<file path="config.mk">
export PLATFORM = sky130hd
export DESIGN_NAME = spxo_ext_exec
export DESIGN_NICKNAME = d
export VERILOG_FILES = /design/src/spxo_pkg.sv /design/src/spxo_ptr_if.sv /design/src/spxo_ptr_file.sv /design/src/spxo_ext_exec.sv
export VERILOG_INCLUDE_DIRS = /design/src
export SDC_FILE = /design/constraint.sdc
export NUM_CORES = 1
export LEC_CHECK = 0
export ABC_AREA = 1
export BUFFER_PORTS_ARGS = -buffer_cell sky130_fd_sc_hd__buf_2
export CAP_MARGIN = 40
export CORE_MARGIN = 4
export CORE_UTILIZATION = 50
export DETAILED_ROUTE_END_ITERATION = 16
export PLACE_DENSITY = 0.8
export SYNTH_ARGS = -nofsm -noshare
export SYNTH_HDL_FRONTEND = slang
export SYNTH_HIERARCHICAL = 1
export SYNTH_SLANG_ARGS = --single-unit
</file>
<file path="constraint.sdc">
create_clock -name ref_clk -period 2.6 [get_ports ref_clk]
set_input_delay 0.13 -clock ref_clk [delete_from_list [all_inputs] [get_ports ref_clk]]
set_output_delay 0.13 -clock ref_clk [all_outputs]
set_load 0.005 [all_outputs]
</file>
<file path="src/spxo_params.svh">
// Constants for the extended pointer and call instruction unit.
`ifndef SPXO_PARAMS_SVH
`define SPXO_PARAMS_SVH
`define SPXO_ADDPTR_OPC   8'he8
`define SPXO_COMPUTED_CALL_VIA_WORKING_REG_WORD   16'h0014
`define SPXO_SEL_STACK    2'h3
`define SPXO_SEL_STACKPTR 2'h2
`define SPXO_RET_OFFSET   21'h000002
`define SPXO_PTR_RESET    12'h000
`endif

</file>
<file path="src/spxo_pkg.sv">
// Types for the extended pointer and call instruction unit.
package spxo_pkg;
    typedef enum logic [1:0]
    {
        SPXO_EXEC = 2'h1,
        SPXO_NOP  = 2'h2
    } spxo_state_e;
    typedef logic [20:0] spxo_pc_t;
    typedef logic [11:0] spxo_ptr_t;
endpackage : spxo_pkg

</file>
<file path="src/spxo_ptr_if.sv">
// Port group between the top unit and its pointer file.
interface spxo_ptr_if;
    import spxo_pkg::*;
    logic      wr_en;
    logic [1:0] wr_sel;
    spxo_ptr_t wr_data;
    spxo_ptr_t ptr0;
    spxo_ptr_t ptr1;
    spxo_ptr_t ptr2;
    modport owner (input wr_en, input wr_sel, input wr_data, output ptr0, output ptr1, output ptr2);
    modport user  (output wr_en, output wr_sel, output wr_data, input ptr0, input ptr1, input ptr2);
endinterface : spxo_ptr_if

</file>
<file path="src/spxo_ptr_file.sv">
// Three pointer registers with one write port.
`include "spxo_params.svh"
module spxo_ptr_file
    import spxo_pkg::*;
(
    input  wire logic  ref_clk,
    input  wire logic  reset,
    spxo_ptr_if.owner  pif
);
    spxo_ptr_t ptr_r   [3];
    spxo_ptr_t ptr_nxt [3];

    // Each pointer loads only when selected; selection 3 never reaches here with the write enable high.
    genvar gi;
    generate
        for (gi = 0; gi < 3; gi++)
        begin : g_ptr
            always_comb
            begin
                ptr_nxt[gi] = ptr_r[gi];
                if (pif.wr_en && (pif.wr_sel == 2'(gi)))
                    ptr_nxt[gi] = pif.wr_data;
            end
            always_ff @(posedge ref_clk)
            begin
                if (reset)
                    ptr_r[gi] <= `SPXO_PTR_RESET;
                else
                    ptr_r[gi] <= ptr_nxt[gi];
            end
        end
    endgenerate

    assign pif.ptr0 = ptr_r[0];
    assign pif.ptr1 = ptr_r[1];
    assign pif.ptr2 = ptr_r[2];
endmodule : spxo_ptr_file

</file>
<file path="src/spxo_ext_exec.sv">
// Execution unit for the pointer add, add-and-return and computed call instructions.
// Notes on behaviour
// [RULE_01] Extended instructions decode only while the extended set enable is high.
// [RULE_02] Pointer add is 1110 1000 ffkk kkkk; computed call is 0x0014.
// [RULE_03] Pointer add adds unsigned six-bit literal to pointer 0, 1 or 2.
// [RULE_04] Select value 3 means add-and-return on the software stack pointer.
// [RULE_05] Add-and-return adds the six-bit literal to the software stack pointer.
// [RULE_06] Add-and-return then loads the program counter from the return stack top.
// [RULE_07] Add-and-return takes two cycles; the second does nothing.
// [RULE_08] Computed call pushes program counter plus two onto the return stack.
// [RULE_09] Computed call writes the working register into the program counter low byte.
// [RULE_10] Computed call loads high and upper bytes from their latches.
// [RULE_11] Computed call spends a second, idle cycle fetching the new target.
// [RULE_12] Computed call makes no shadow save of working, status or bank registers.
// [RULE_13] All three leave status flags alone; pointer add is one word, one cycle.
`include "spxo_params.svh"
module spxo_ext_exec
    import spxo_pkg::*;
(
    input  wire logic        ref_clk,
    input  wire logic        reset,
    input  wire logic        extended_set_enable,
    input  wire logic        instr_valid,
    input  wire logic [15:0] instr_word,
    input  wire spxo_pc_t    pc_current,
    input  wire logic [7:0]  working_register,
    input  wire logic [7:0]  pc_high_latch,
    input  wire logic [7:0]  pc_upper_latch,
    input  wire spxo_pc_t    top_of_return_stack,
    output logic             instr_accept,
    output logic             busy,
    output logic             pc_load,
    output spxo_pc_t         pc_load_value,
    output logic             stack_push,
    output spxo_pc_t         stack_push_value,
    output logic             stack_pop,
    output logic             shadow_save,
    output logic             status_write,
    output spxo_ptr_t        file_select_pointer_0,
    output spxo_ptr_t        file_select_pointer_1,
    output spxo_ptr_t        software_stack_pointer
);
    spxo_state_e state_r;
    spxo_state_e state_nxt;
    logic        pc_load_r;
    logic        pc_load_nxt;
    spxo_pc_t    pc_value_r;
    spxo_pc_t    pc_value_nxt;
    logic        push_r;
    logic        push_nxt;
    spxo_pc_t    push_val_r;
    spxo_pc_t    push_val_nxt;
    logic        pop_r;
    logic        pop_nxt;
    logic        is_add;
    logic        is_ret;
    logic        is_call;
    logic [5:0]  lit;

    spxo_ptr_if pif ();

    spxo_ptr_file u_ptr_file
    (
        .ref_clk (ref_clk),
        .reset   (reset),
        .pif     (pif)
    );

    // Decode only in the first cycle of an instruction, so a word seen during the idle
    // second cycle is dropped here and no later stage has to filter it out again.
    // [RULE_01] enable gated decode
    // [RULE_02] opcode pattern match
    always_comb
    begin
        lit     = instr_word[5:0];
        is_add  = extended_set_enable && instr_valid && (state_r == SPXO_EXEC)
                  && (instr_word[15:8] == `SPXO_ADDPTR_OPC);
        is_ret  = is_add && (instr_word[7:6] == `SPXO_SEL_STACK);
        is_call = extended_set_enable && instr_valid && (state_r == SPXO_EXEC)
                  && (instr_word == `SPXO_COMPUTED_CALL_VIA_WORKING_REG_WORD);
    end

    // Pointer write port: selection 3 is redirected to the stack pointer.
    // The sum wraps at twelve bits; a carry out is dropped, as the pointer has no wider form.
    // [RULE_03] literal add to pointer
    // [RULE_05] literal add to stack pointer
    always_comb
    begin
        pif.wr_en   = is_add;
        pif.wr_sel  = is_ret ? `SPXO_SEL_STACKPTR : instr_word[7:6];
        case (pif.wr_sel)
            2'h0:    pif.wr_data = pif.ptr0 + {6'h00, lit};
            2'h1:    pif.wr_data = pif.ptr1 + {6'h00, lit};
            default: pif.wr_data = pif.ptr2 + {6'h00, lit};
        endcase
    end

    // Sequencer plus program counter and return stack requests.
    // [RULE_04] select 3 becomes return
    // [RULE_07] two cycle return
    // [RULE_11] idle fetch cycle
    always_comb
    begin
        state_nxt    = SPXO_EXEC;
        pc_load_nxt  = 1'b0;
        pc_value_nxt = pc_value_r;
        push_nxt     = 1'b0;
        push_val_nxt = push_val_r;
        pop_nxt      = 1'b0;
        case (state_r)
            SPXO_EXEC:
            begin
                if (is_ret)
                begin
                    // [RULE_06] return from stack
                    state_nxt    = SPXO_NOP;
                    pc_load_nxt  = 1'b1;
                    pc_value_nxt = top_of_return_stack;
                    pop_nxt      = 1'b1;
                end
                else if (is_call)
                begin
                    // [RULE_08] push return address
                    // [RULE_09] working reg to low byte
                    // [RULE_10] latches to high bytes
                    state_nxt    = SPXO_NOP;
                    push_nxt     = 1'b1;
                    push_val_nxt = pc_current + `SPXO_RET_OFFSET;
                    pc_load_nxt  = 1'b1;
                    pc_value_nxt = {pc_upper_latch[4:0], pc_high_latch, working_register};
                end
            end
            SPXO_NOP:
                state_nxt = SPXO_EXEC;
            default:
                state_nxt = SPXO_EXEC;
        endcase
    end

    // Registered requests so the core sees them at the cycle boundary.
    // Registering costs a cycle of latency but keeps decode logic out of the core's load path.
    always_ff @(posedge ref_clk)
    begin
        if (reset)
        begin
            state_r    <= SPXO_EXEC;
            pc_load_r  <= 1'b0;
            pc_value_r <= 21'h000000;
            push_r     <= 1'b0;
            push_val_r <= 21'h000000;
            pop_r      <= 1'b0;
        end
        else
        begin
            state_r    <= state_nxt;
            pc_load_r  <= pc_load_nxt;
            pc_value_r <= pc_value_nxt;
            push_r     <= push_nxt;
            push_val_r <= push_val_nxt;
            pop_r      <= pop_nxt;
        end
    end

    // Outputs; the busy cycle is the idle second cycle.
    // Shadow and status strobes are tied low, as none of these instructions may touch them.
    // [RULE_12] no shadow save
    // [RULE_13] flags untouched
    assign instr_accept           = (state_r == SPXO_EXEC);
    assign busy                   = (state_r == SPXO_NOP);
    assign pc_load                = pc_load_r;
    assign pc_load_value          = pc_value_r;
    assign stack_push             = push_r;
    assign stack_push_value       = push_val_r;
    assign stack_pop              = pop_r;
    assign shadow_save            = 1'b0;
    assign status_write           = 1'b0;
    assign file_select_pointer_0  = pif.ptr0;
    assign file_select_pointer_1  = pif.ptr1;
    assign software_stack_pointer = pif.ptr2;

    // Assertions on sequencing and results.
    a_ptr_add_sum: assert property (@(posedge ref_clk) disable iff (reset) // [RULE_03]
        (is_add && !is_ret && instr_word[7:6] == 2'h0) |=>
        file_select_pointer_0 == $past(file_select_pointer_0) + {6'h00, $past(lit)})
        else $error("pointer add sum wrong");
    a_ret_stack_add: assert property (@(posedge ref_clk) disable iff (reset) // [RULE_05]
        is_ret |=> software_stack_pointer == $past(software_stack_pointer) + {6'h00, $past(lit)})
        else $error("stack pointer add wrong");
    a_ret_pc_load: assert property (@(posedge ref_clk) disable iff (reset) // [RULE_06]
        is_ret |=> pc_load && stack_pop && pc_load_value == $past(top_of_return_stack))
        else $error("return did not load pc");
    a_ret_two_cycle: assert property (@(posedge ref_clk) disable iff (reset) // [RULE_07]
        is_ret |=> busy ##1 !busy)
        else $error("return not two cycles");
    a_call_push_val: assert property (@(posedge ref_clk) disable iff (reset) // [RULE_08]
        is_call |=> stack_push && stack_push_value == $past(pc_current) + 21'h000002)
        else $error("call push wrong");
    a_call_target: assert property (@(posedge ref_clk) disable iff (reset) // [RULE_10]
        is_call |=> pc_load_value == {$past(pc_upper_latch[4:0]), $past(pc_high_latch),
                                      $past(working_register)})
        else $error("call target wrong");
    a_disabled_idle: assert property (@(posedge ref_clk) disable iff (reset) // [RULE_01]
        !extended_set_enable |=> !pc_load && !stack_push)
        else $error("decode while disabled");
    a_add_one_cycle: assert property (@(posedge ref_clk) disable iff (reset) // [RULE_13]
        (is_add && !is_ret) |=> !busy && !pc_load && !status_write)
        else $error("pointer add not single cycle");
    c_ptr_add: cover property (@(posedge ref_clk) is_add && !is_ret);
    c_ret: cover property (@(posedge ref_clk) is_ret);
    c_call: cover property (@(posedge ref_clk) is_call);
    c_disabled_call: cover property (@(posedge ref_clk)
        !extended_set_enable && instr_valid && instr_word == 16'h0014);
    c_call_then_ret: cover property (@(posedge ref_clk) is_call ##2 is_ret);

    // Decode checks taken from the raw word, so a wrong pattern constant shows up here.
    // [RULE_02] call word decode.
    a_call_decode: assert property (@(posedge ref_clk) disable iff (reset) // [RULE_02]
        (extended_set_enable && instr_valid && instr_accept && instr_word == 16'h0014)
        |=> stack_push && pc_load && busy)
        else $error("call word not decoded");

    // [RULE_02] pointer add decode.
    a_add_decode: assert property (@(posedge ref_clk) disable iff (reset) // [RULE_02]
        (extended_set_enable && instr_valid && instr_accept && instr_word[15:6] == 10'h3a1)
        |=> file_select_pointer_1 ==
            $past(file_select_pointer_1) + {6'h00, $past(instr_word[5:0])})
        else $error("pointer add word not decoded");

    // Pointers that the word does not select must keep their value.
    // [RULE_03] other pointers kept.
    a_add_ptr_one: assert property (@(posedge ref_clk) disable iff (reset) // [RULE_03]
        (is_add && !is_ret && instr_word[7:6] == 2'h1) |=>
        $stable(file_select_pointer_0) && $stable(software_stack_pointer))
        else $error("pointer add touched another pointer");

    // [RULE_03] third pointer sum.
    a_add_ptr_two: assert property (@(posedge ref_clk) disable iff (reset) // [RULE_03]
        (is_add && !is_ret && instr_word[7:6] == 2'h2) |=>
        software_stack_pointer == $past(software_stack_pointer) + {6'h00, $past(lit)}
        && $stable(file_select_pointer_0) && $stable(file_select_pointer_1))
        else $error("third pointer add wrong");

    // [RULE_04] return spares others.
    a_ret_sel_stack: assert property (@(posedge ref_clk) disable iff (reset) // [RULE_04]
        is_ret |=> $stable(file_select_pointer_0) && $stable(file_select_pointer_1))
        else $error("return wrote a plain pointer");

    // [RULE_06] return never pushes.
    a_ret_no_push: assert property (@(posedge ref_clk) disable iff (reset) // [RULE_06]
        is_ret |=> !stack_push)
        else $error("return pushed the stack");

    // The idle second cycle must refuse whatever word stands at the input.
    // [RULE_07] idle cycle refuses.
    a_busy_refuse: assert property (@(posedge ref_clk) disable iff (reset) // [RULE_07]
        busy |=> !pc_load && !stack_push && !stack_pop
        && $stable(file_select_pointer_0) && $stable(software_stack_pointer))
        else $error("word taken in idle cycle");

    // [RULE_07] load pulse single.
    a_load_single: assert property (@(posedge ref_clk) disable iff (reset) // [RULE_07]
        pc_load |=> !pc_load)
        else $error("program counter load held");

    // [RULE_08] push pulse single.
    a_push_single: assert property (@(posedge ref_clk) disable iff (reset) // [RULE_08]
        stack_push |=> !stack_push)
        else $error("return stack push held");

    // [RULE_08] call never pops.
    a_call_no_pop: assert property (@(posedge ref_clk) disable iff (reset) // [RULE_08]
        is_call |=> !stack_pop && $stable(software_stack_pointer))
        else $error("call popped or moved stack pointer");

    // [RULE_09] low byte from working.
    a_call_low_byte: assert property (@(posedge ref_clk) disable iff (reset) // [RULE_09]
        is_call |=> pc_load && pc_load_value[7:0] == $past(working_register))
        else $error("call low byte wrong");

    // [RULE_11] idle fetch cycle.
    a_call_idle: assert property (@(posedge ref_clk) disable iff (reset) // [RULE_11]
        is_call |=> busy ##1 (!busy && !pc_load && !stack_push))
        else $error("call idle cycle wrong");

    // [RULE_12] no shadow save.
    a_call_no_shadow: assert property (@(posedge ref_clk) disable iff (reset) // [RULE_12]
        is_call |=> !shadow_save ##1 !shadow_save)
        else $error("call saved shadow copies");

    // [RULE_13] flags left alone.
    a_flags_kept: assert property (@(posedge ref_clk) disable iff (reset) // [RULE_13]
        (is_call || is_ret) |=> !status_write ##1 !status_write)
        else $error("status flags written");

    // A word that is switched off or not valid must leave every output quiet.
    // [RULE_01] disabled keeps pointers.
    a_disabled_ptr: assert property (@(posedge ref_clk) disable iff (reset) // [RULE_01]
        !extended_set_enable |=> $stable(file_select_pointer_0)
        && $stable(file_select_pointer_1) && $stable(software_stack_pointer))
        else $error("pointer moved while disabled");

    // [RULE_01] invalid word ignored.
    a_invalid_idle: assert property (@(posedge ref_clk) disable iff (reset) // [RULE_01]
        !instr_valid |=> !pc_load && !stack_push && !stack_pop)
        else $error("invalid word executed");
endmodule : spxo_ext_exec

</file>
==> impl_summary.txt <==
----------------------------------------------------
[Synthesis]
  Avg Inst Size Synth ... 6.314 sq um
  Register bit count reported by yosys ... 83
  Sequential element share of the synthesized area ... 0.3361
  Synth warnings ... 6
  Share of flip-flops with an asynchronous set or reset ... 0
  Post-synthesis instance area ... 4943 sq um
  Yosys cell types ... 39
  Synthesized netlist cell count ... 783
  Number of enable-type register cells in the synthesized netlist ... 0
  Ys flop type ... sky130_fd_sc_hd__dfxtp_1

[Routing]
  Vias ... 5009
  Met3 routed WL ... 995 microns
  Number of remaining DRC errors ... 0
  Wire length on met1 ... 5.852 mm
  Routed Antenna Nets ... 0
  Detail-routed net length per standard cell ... 11.86 microns
  Highest metal layer with signal wires ... met4
  Vias per inst ... 4.655
  Count of TritonRoute iterations in the first routing pass ... 5
  Total Routed Length ... 12.76 mm
  Detailed router's first-iteration violation count ... 249
  Met2 layer wire length in the routed design ... 5.714 mm

[Timing]
  Maximum operating frequency ... 0.4372 GHz
  Count of final hold-check violations ... 0
  Worst slew margin relative to its limit ... 0.5537
  Number of setup violations in the final report ... 0
  Share of the clock period used by the worst path after layout ... 0.8797
  Final Max Slew Viols ... 0
  Final worst clock skew ... 0.01100 ns
  Unrepaired setup endpoints after global routing ... no
  Fin Setup TNS ... 0 ns
  Final-layout worst hold slack ... 0.05017 ns
  Slew @ Worst Pin ... 0.6687 ns
  Final Critical Period ... 2.287 ns

[Floorplan]
  Num rows ... 36
  Total die area ... 11540 sq um
  Initial cell density of the core ... 0.5105
  Floorplan die width ... 107.4 microns
  Area of the core region ... 9684 sq um
  IO Pins ... 171
  Y dimension of the die ... 107.4 microns

[Clocking]
  TritonCTS Sinks ... 83
  Total number of H-tree levels ... 3
  Clk_lat worst skew ... 0.35 ns
  CTS max path bufs ... 2
  Post-CTS setup buffer count ... 0
  Clock Tree Root ... sky130_fd_sc_hd__clkbuf_8
  Clock buffer count from CTS ... 9
  Clock-pin slew on the worst setup and hold paths ... 0.08 ns
  Clock tree from TritonCTS ... done

[Power and ir drop]
  Switching fraction of total power ... 0.2732
  P per Cell Area ... 426.7 nW/um^2
  Logic gate share of total power ... 0.130
  Internal power component ... 1851 uW
  Static Leak ... 0.003367 uW
  Part of the total power dissipated in the clock network ... 0.371
  Portion of total power attributed to sequential cells ... 0.499
  Power consumption ... 2546 uW
  Net switching power of the design ... 695.6 uW
  Max IR drop VDD ... 0.0002127 V

[Cells and area]
  Fill cell instance count of the final layout ... 964
  Fraction of the core area covered by cells at the end of the flow ... 0.6163
  Synth-to-layout area growth ... 20.73%
  Final std cell area, no fill ... 5968 sq um
  Seq. cell area ... 1662 sq um
  Layout Nets ... 1032
  # diodes ... 0
  Multi-input logic area ... 2688 sq um
  Share of cells above drive strength 1 ... 0.2259

[Global routing]
  Initial antenna violation count ... 0
  GRT Resource Usage Total ... 0.2226
  Global-route wire length before repair ... 20.89 mm
  Pin count of the biggest net entering global routing ... 45
  Number of global-route vias before repair ... 4568
  Total global routing overflow ... 0

[Setup path]
  Required time of the critical path ... 2.88 ns
  Data arrival time at the worst-slack endpoint ... 2.57 ns
  Critical Path Fanout Max ... 4
  Critical Path Start Type ... register
  Critical path type ... reg2reg
  Worst Setup End Kind ... register

[Outcome]
  Run status ... finished clean

[Placed design]
  Placed wire-length estimate after detailed placement ... 9.804 mm
  Count of buffers inserted at the top-level ports ... 165
  Gp weighted congestion ... 0.9283
  Post-placement cell area ... 5758 sq um

[Worst hold path]
  Min-Delay Path Class ... in2reg

[Run]
  Number of max-cap violations ... 0

----------------------------------------------------
## cell type report
cell class / count / area share
Tap cell: 133 / 0.02788
Inverter: 89 / 0.05597
Multi-Input combinational cell: 578 / 0.4503
Clock buffer: 9 / 0.02075
Timing Repair Buffer: 177 / 0.1539
Sequential cell: 83 / 0.2784
Clock inverter: 7 / 0.01279
## critical path: stages (launching register included)
cell and delay [ns]:
sky130_fd_sc_hd__dfxtp_1 0.39, sky130_fd_sc_hd__o22ai_1 0.11, sky130_fd_sc_hd__nor2_1 0.11, sky130_fd_sc_hd__ha_1 0.17, sky130_fd_sc_hd__inv_1 0.05, sky130_fd_sc_hd__fa_1 0.40
sky130_fd_sc_hd__inv_1 0.09, sky130_fd_sc_hd__nand4_1 0.10, sky130_fd_sc_hd__nand3_1 0.19, sky130_fd_sc_hd__nand3_1 0.12, sky130_fd_sc_hd__xor2_1 0.24, sky130_fd_sc_hd__inv_1 0.07
sky130_fd_sc_hd__nand3_1 0.08, sky130_fd_sc_hd__nand2_1 0.05, sky130_fd_sc_hd__nor2_1 0.08
## worst paths after layout
check / end / slack [ns] / startpoint / cells past startpoint
worst max register to register: u_ptr_file/ptr_r[0][8]$_SDFFE_PP0P_ / 0.31 / u_ptr_file/ptr_r[2][0]$_SDFFE_PP0P_ / 14
worst min-delay path: stack_push_value[0]$_SDFFE_PP0P_ / 0.05 / pc_current[0] / 3
worst max-delay path: u_ptr_file/ptr_r[0][8]$_SDFFE_PP0P_ / 0.31 / u_ptr_file/ptr_r[2][0]$_SDFFE_PP0P_ / 14
worst min register to register: stack_push_value[6]$_SDFFE_PP0P_ / 0.49 / stack_push_value[6]$_SDFFE_PP0P_ / 2
## layer usage
metal,up-vias,GRT usage
met5,-,0
met2,165,0.3601
met3,16,0.05399
li1,2689,-
met1,2139,0.2930
met4,0,0.07124
## flip-flops by register name, indices dropped and copies added, names as in the netlist
register,cells
state_r,2
u_ptr_file/ptr_r,36
stack_push,1
stack_push_value,21
stack_pop,1
pc_load_value,21
pc_load,1
## synth_stat cells (7+ instances only)
library cell                 n  share of area
sky130_fd_sc_hd__buf_4      10          0.015
sky130_fd_sc_hd__nand3_1    30          0.030
sky130_fd_sc_hd__ha_1        7          0.018
sky130_fd_sc_hd__buf_6       9          0.021
sky130_fd_sc_hd__o21ai_0    18          0.018
sky130_fd_sc_hd__dfxtp_1    83           0.34
sky130_fd_sc_hd__inv_1      84          0.064
sky130_fd_sc_hd__nand3b_1   25          0.038
sky130_fd_sc_hd__buf_2       8         0.0081
sky130_fd_sc_hd__nand2_1   235           0.18
sky130_fd_sc_hd__xor2_1      9          0.016
sky130_fd_sc_hd__nor2_1    191           0.15
sky130_fd_sc_hd__xnor2_1     8          0.014
sky130_fd_sc_hd__a21oi_1    19          0.019
## cells in the final DEF (no fill, tap or decap), types with 2 or more instances in the layout
| master | n |
|---|---|
| sky130_fd_sc_hd__nand2_1 | 235 |
| sky130_fd_sc_hd__inv_6 | 2 |
| sky130_fd_sc_hd__inv_1 | 84 |
| sky130_fd_sc_hd__o21ai_0 | 18 |
| sky130_fd_sc_hd__nor2_1 | 191 |
| sky130_fd_sc_hd__nand4_1 | 4 |
| sky130_fd_sc_hd__inv_2 | 4 |
| sky130_fd_sc_hd__o22ai_1 | 5 |
| sky130_fd_sc_hd__nor2_4 | 3 |
| sky130_fd_sc_hd__buf_4 | 11 |
| sky130_fd_sc_hd__buf_2 | 165 |
| sky130_fd_sc_hd__xnor2_1 | 8 |
| sky130_fd_sc_hd__nand3_1 | 30 |
| sky130_fd_sc_hd__or2_2 | 3 |
| sky130_fd_sc_hd__xor2_1 | 9 |
| sky130_fd_sc_hd__nand3_4 | 3 |
| sky130_fd_sc_hd__clkbuf_8 | 9 |
| sky130_fd_sc_hd__ha_1 | 7 |
| sky130_fd_sc_hd__a21oi_1 | 19 |
| sky130_fd_sc_hd__dfxtp_1 | 83 |
| sky130_fd_sc_hd__nand3b_1 | 25 |
| sky130_fd_sc_hd__clkinvlp_4 | 2 |
| sky130_fd_sc_hd__conb_1 | 2 |
| sky130_fd_sc_hd__nor2_2 | 3 |
## power by group through the flow
stage	clock [uW]	sequential, uW	combinational (uW)
CTS	973	1270	330
global placement	0	1300	325
detailed placement	0	1300	328
finish	945	1270	331
global route	1030	1270	376
floorplan	0	1300	208
## stage by stage
stage	instances	setup slack (ns)
floorplan	784	0.4387
global placement	1059	0.2134
detailed placement	1059	0.1846
CTS	1076	0.3297
global route	1076	0.03475
finish	1076	0.3128
## logic make-up after synthesis
| logic type | share of synthesized area |
|---|---|
| xor+xnor | 0.03012 |
| buf+inv | 0.1210 |
| other cells | 0.0007586 |
| flops | 0.3361 |
| simple gates | 0.4404 |
| compound gates | 0.04986 |
| fa+ha+maj | 0.02177 |
## repair_timing
| item | CTS | global route |
|---|---|---|
| hold buffers | 1 | 0 |
| gates resized for setup | 0 | 0 |
| hold endpoints to repair | 1 | 0 |
Note: power is estimated with default switching activity, not from simulation.
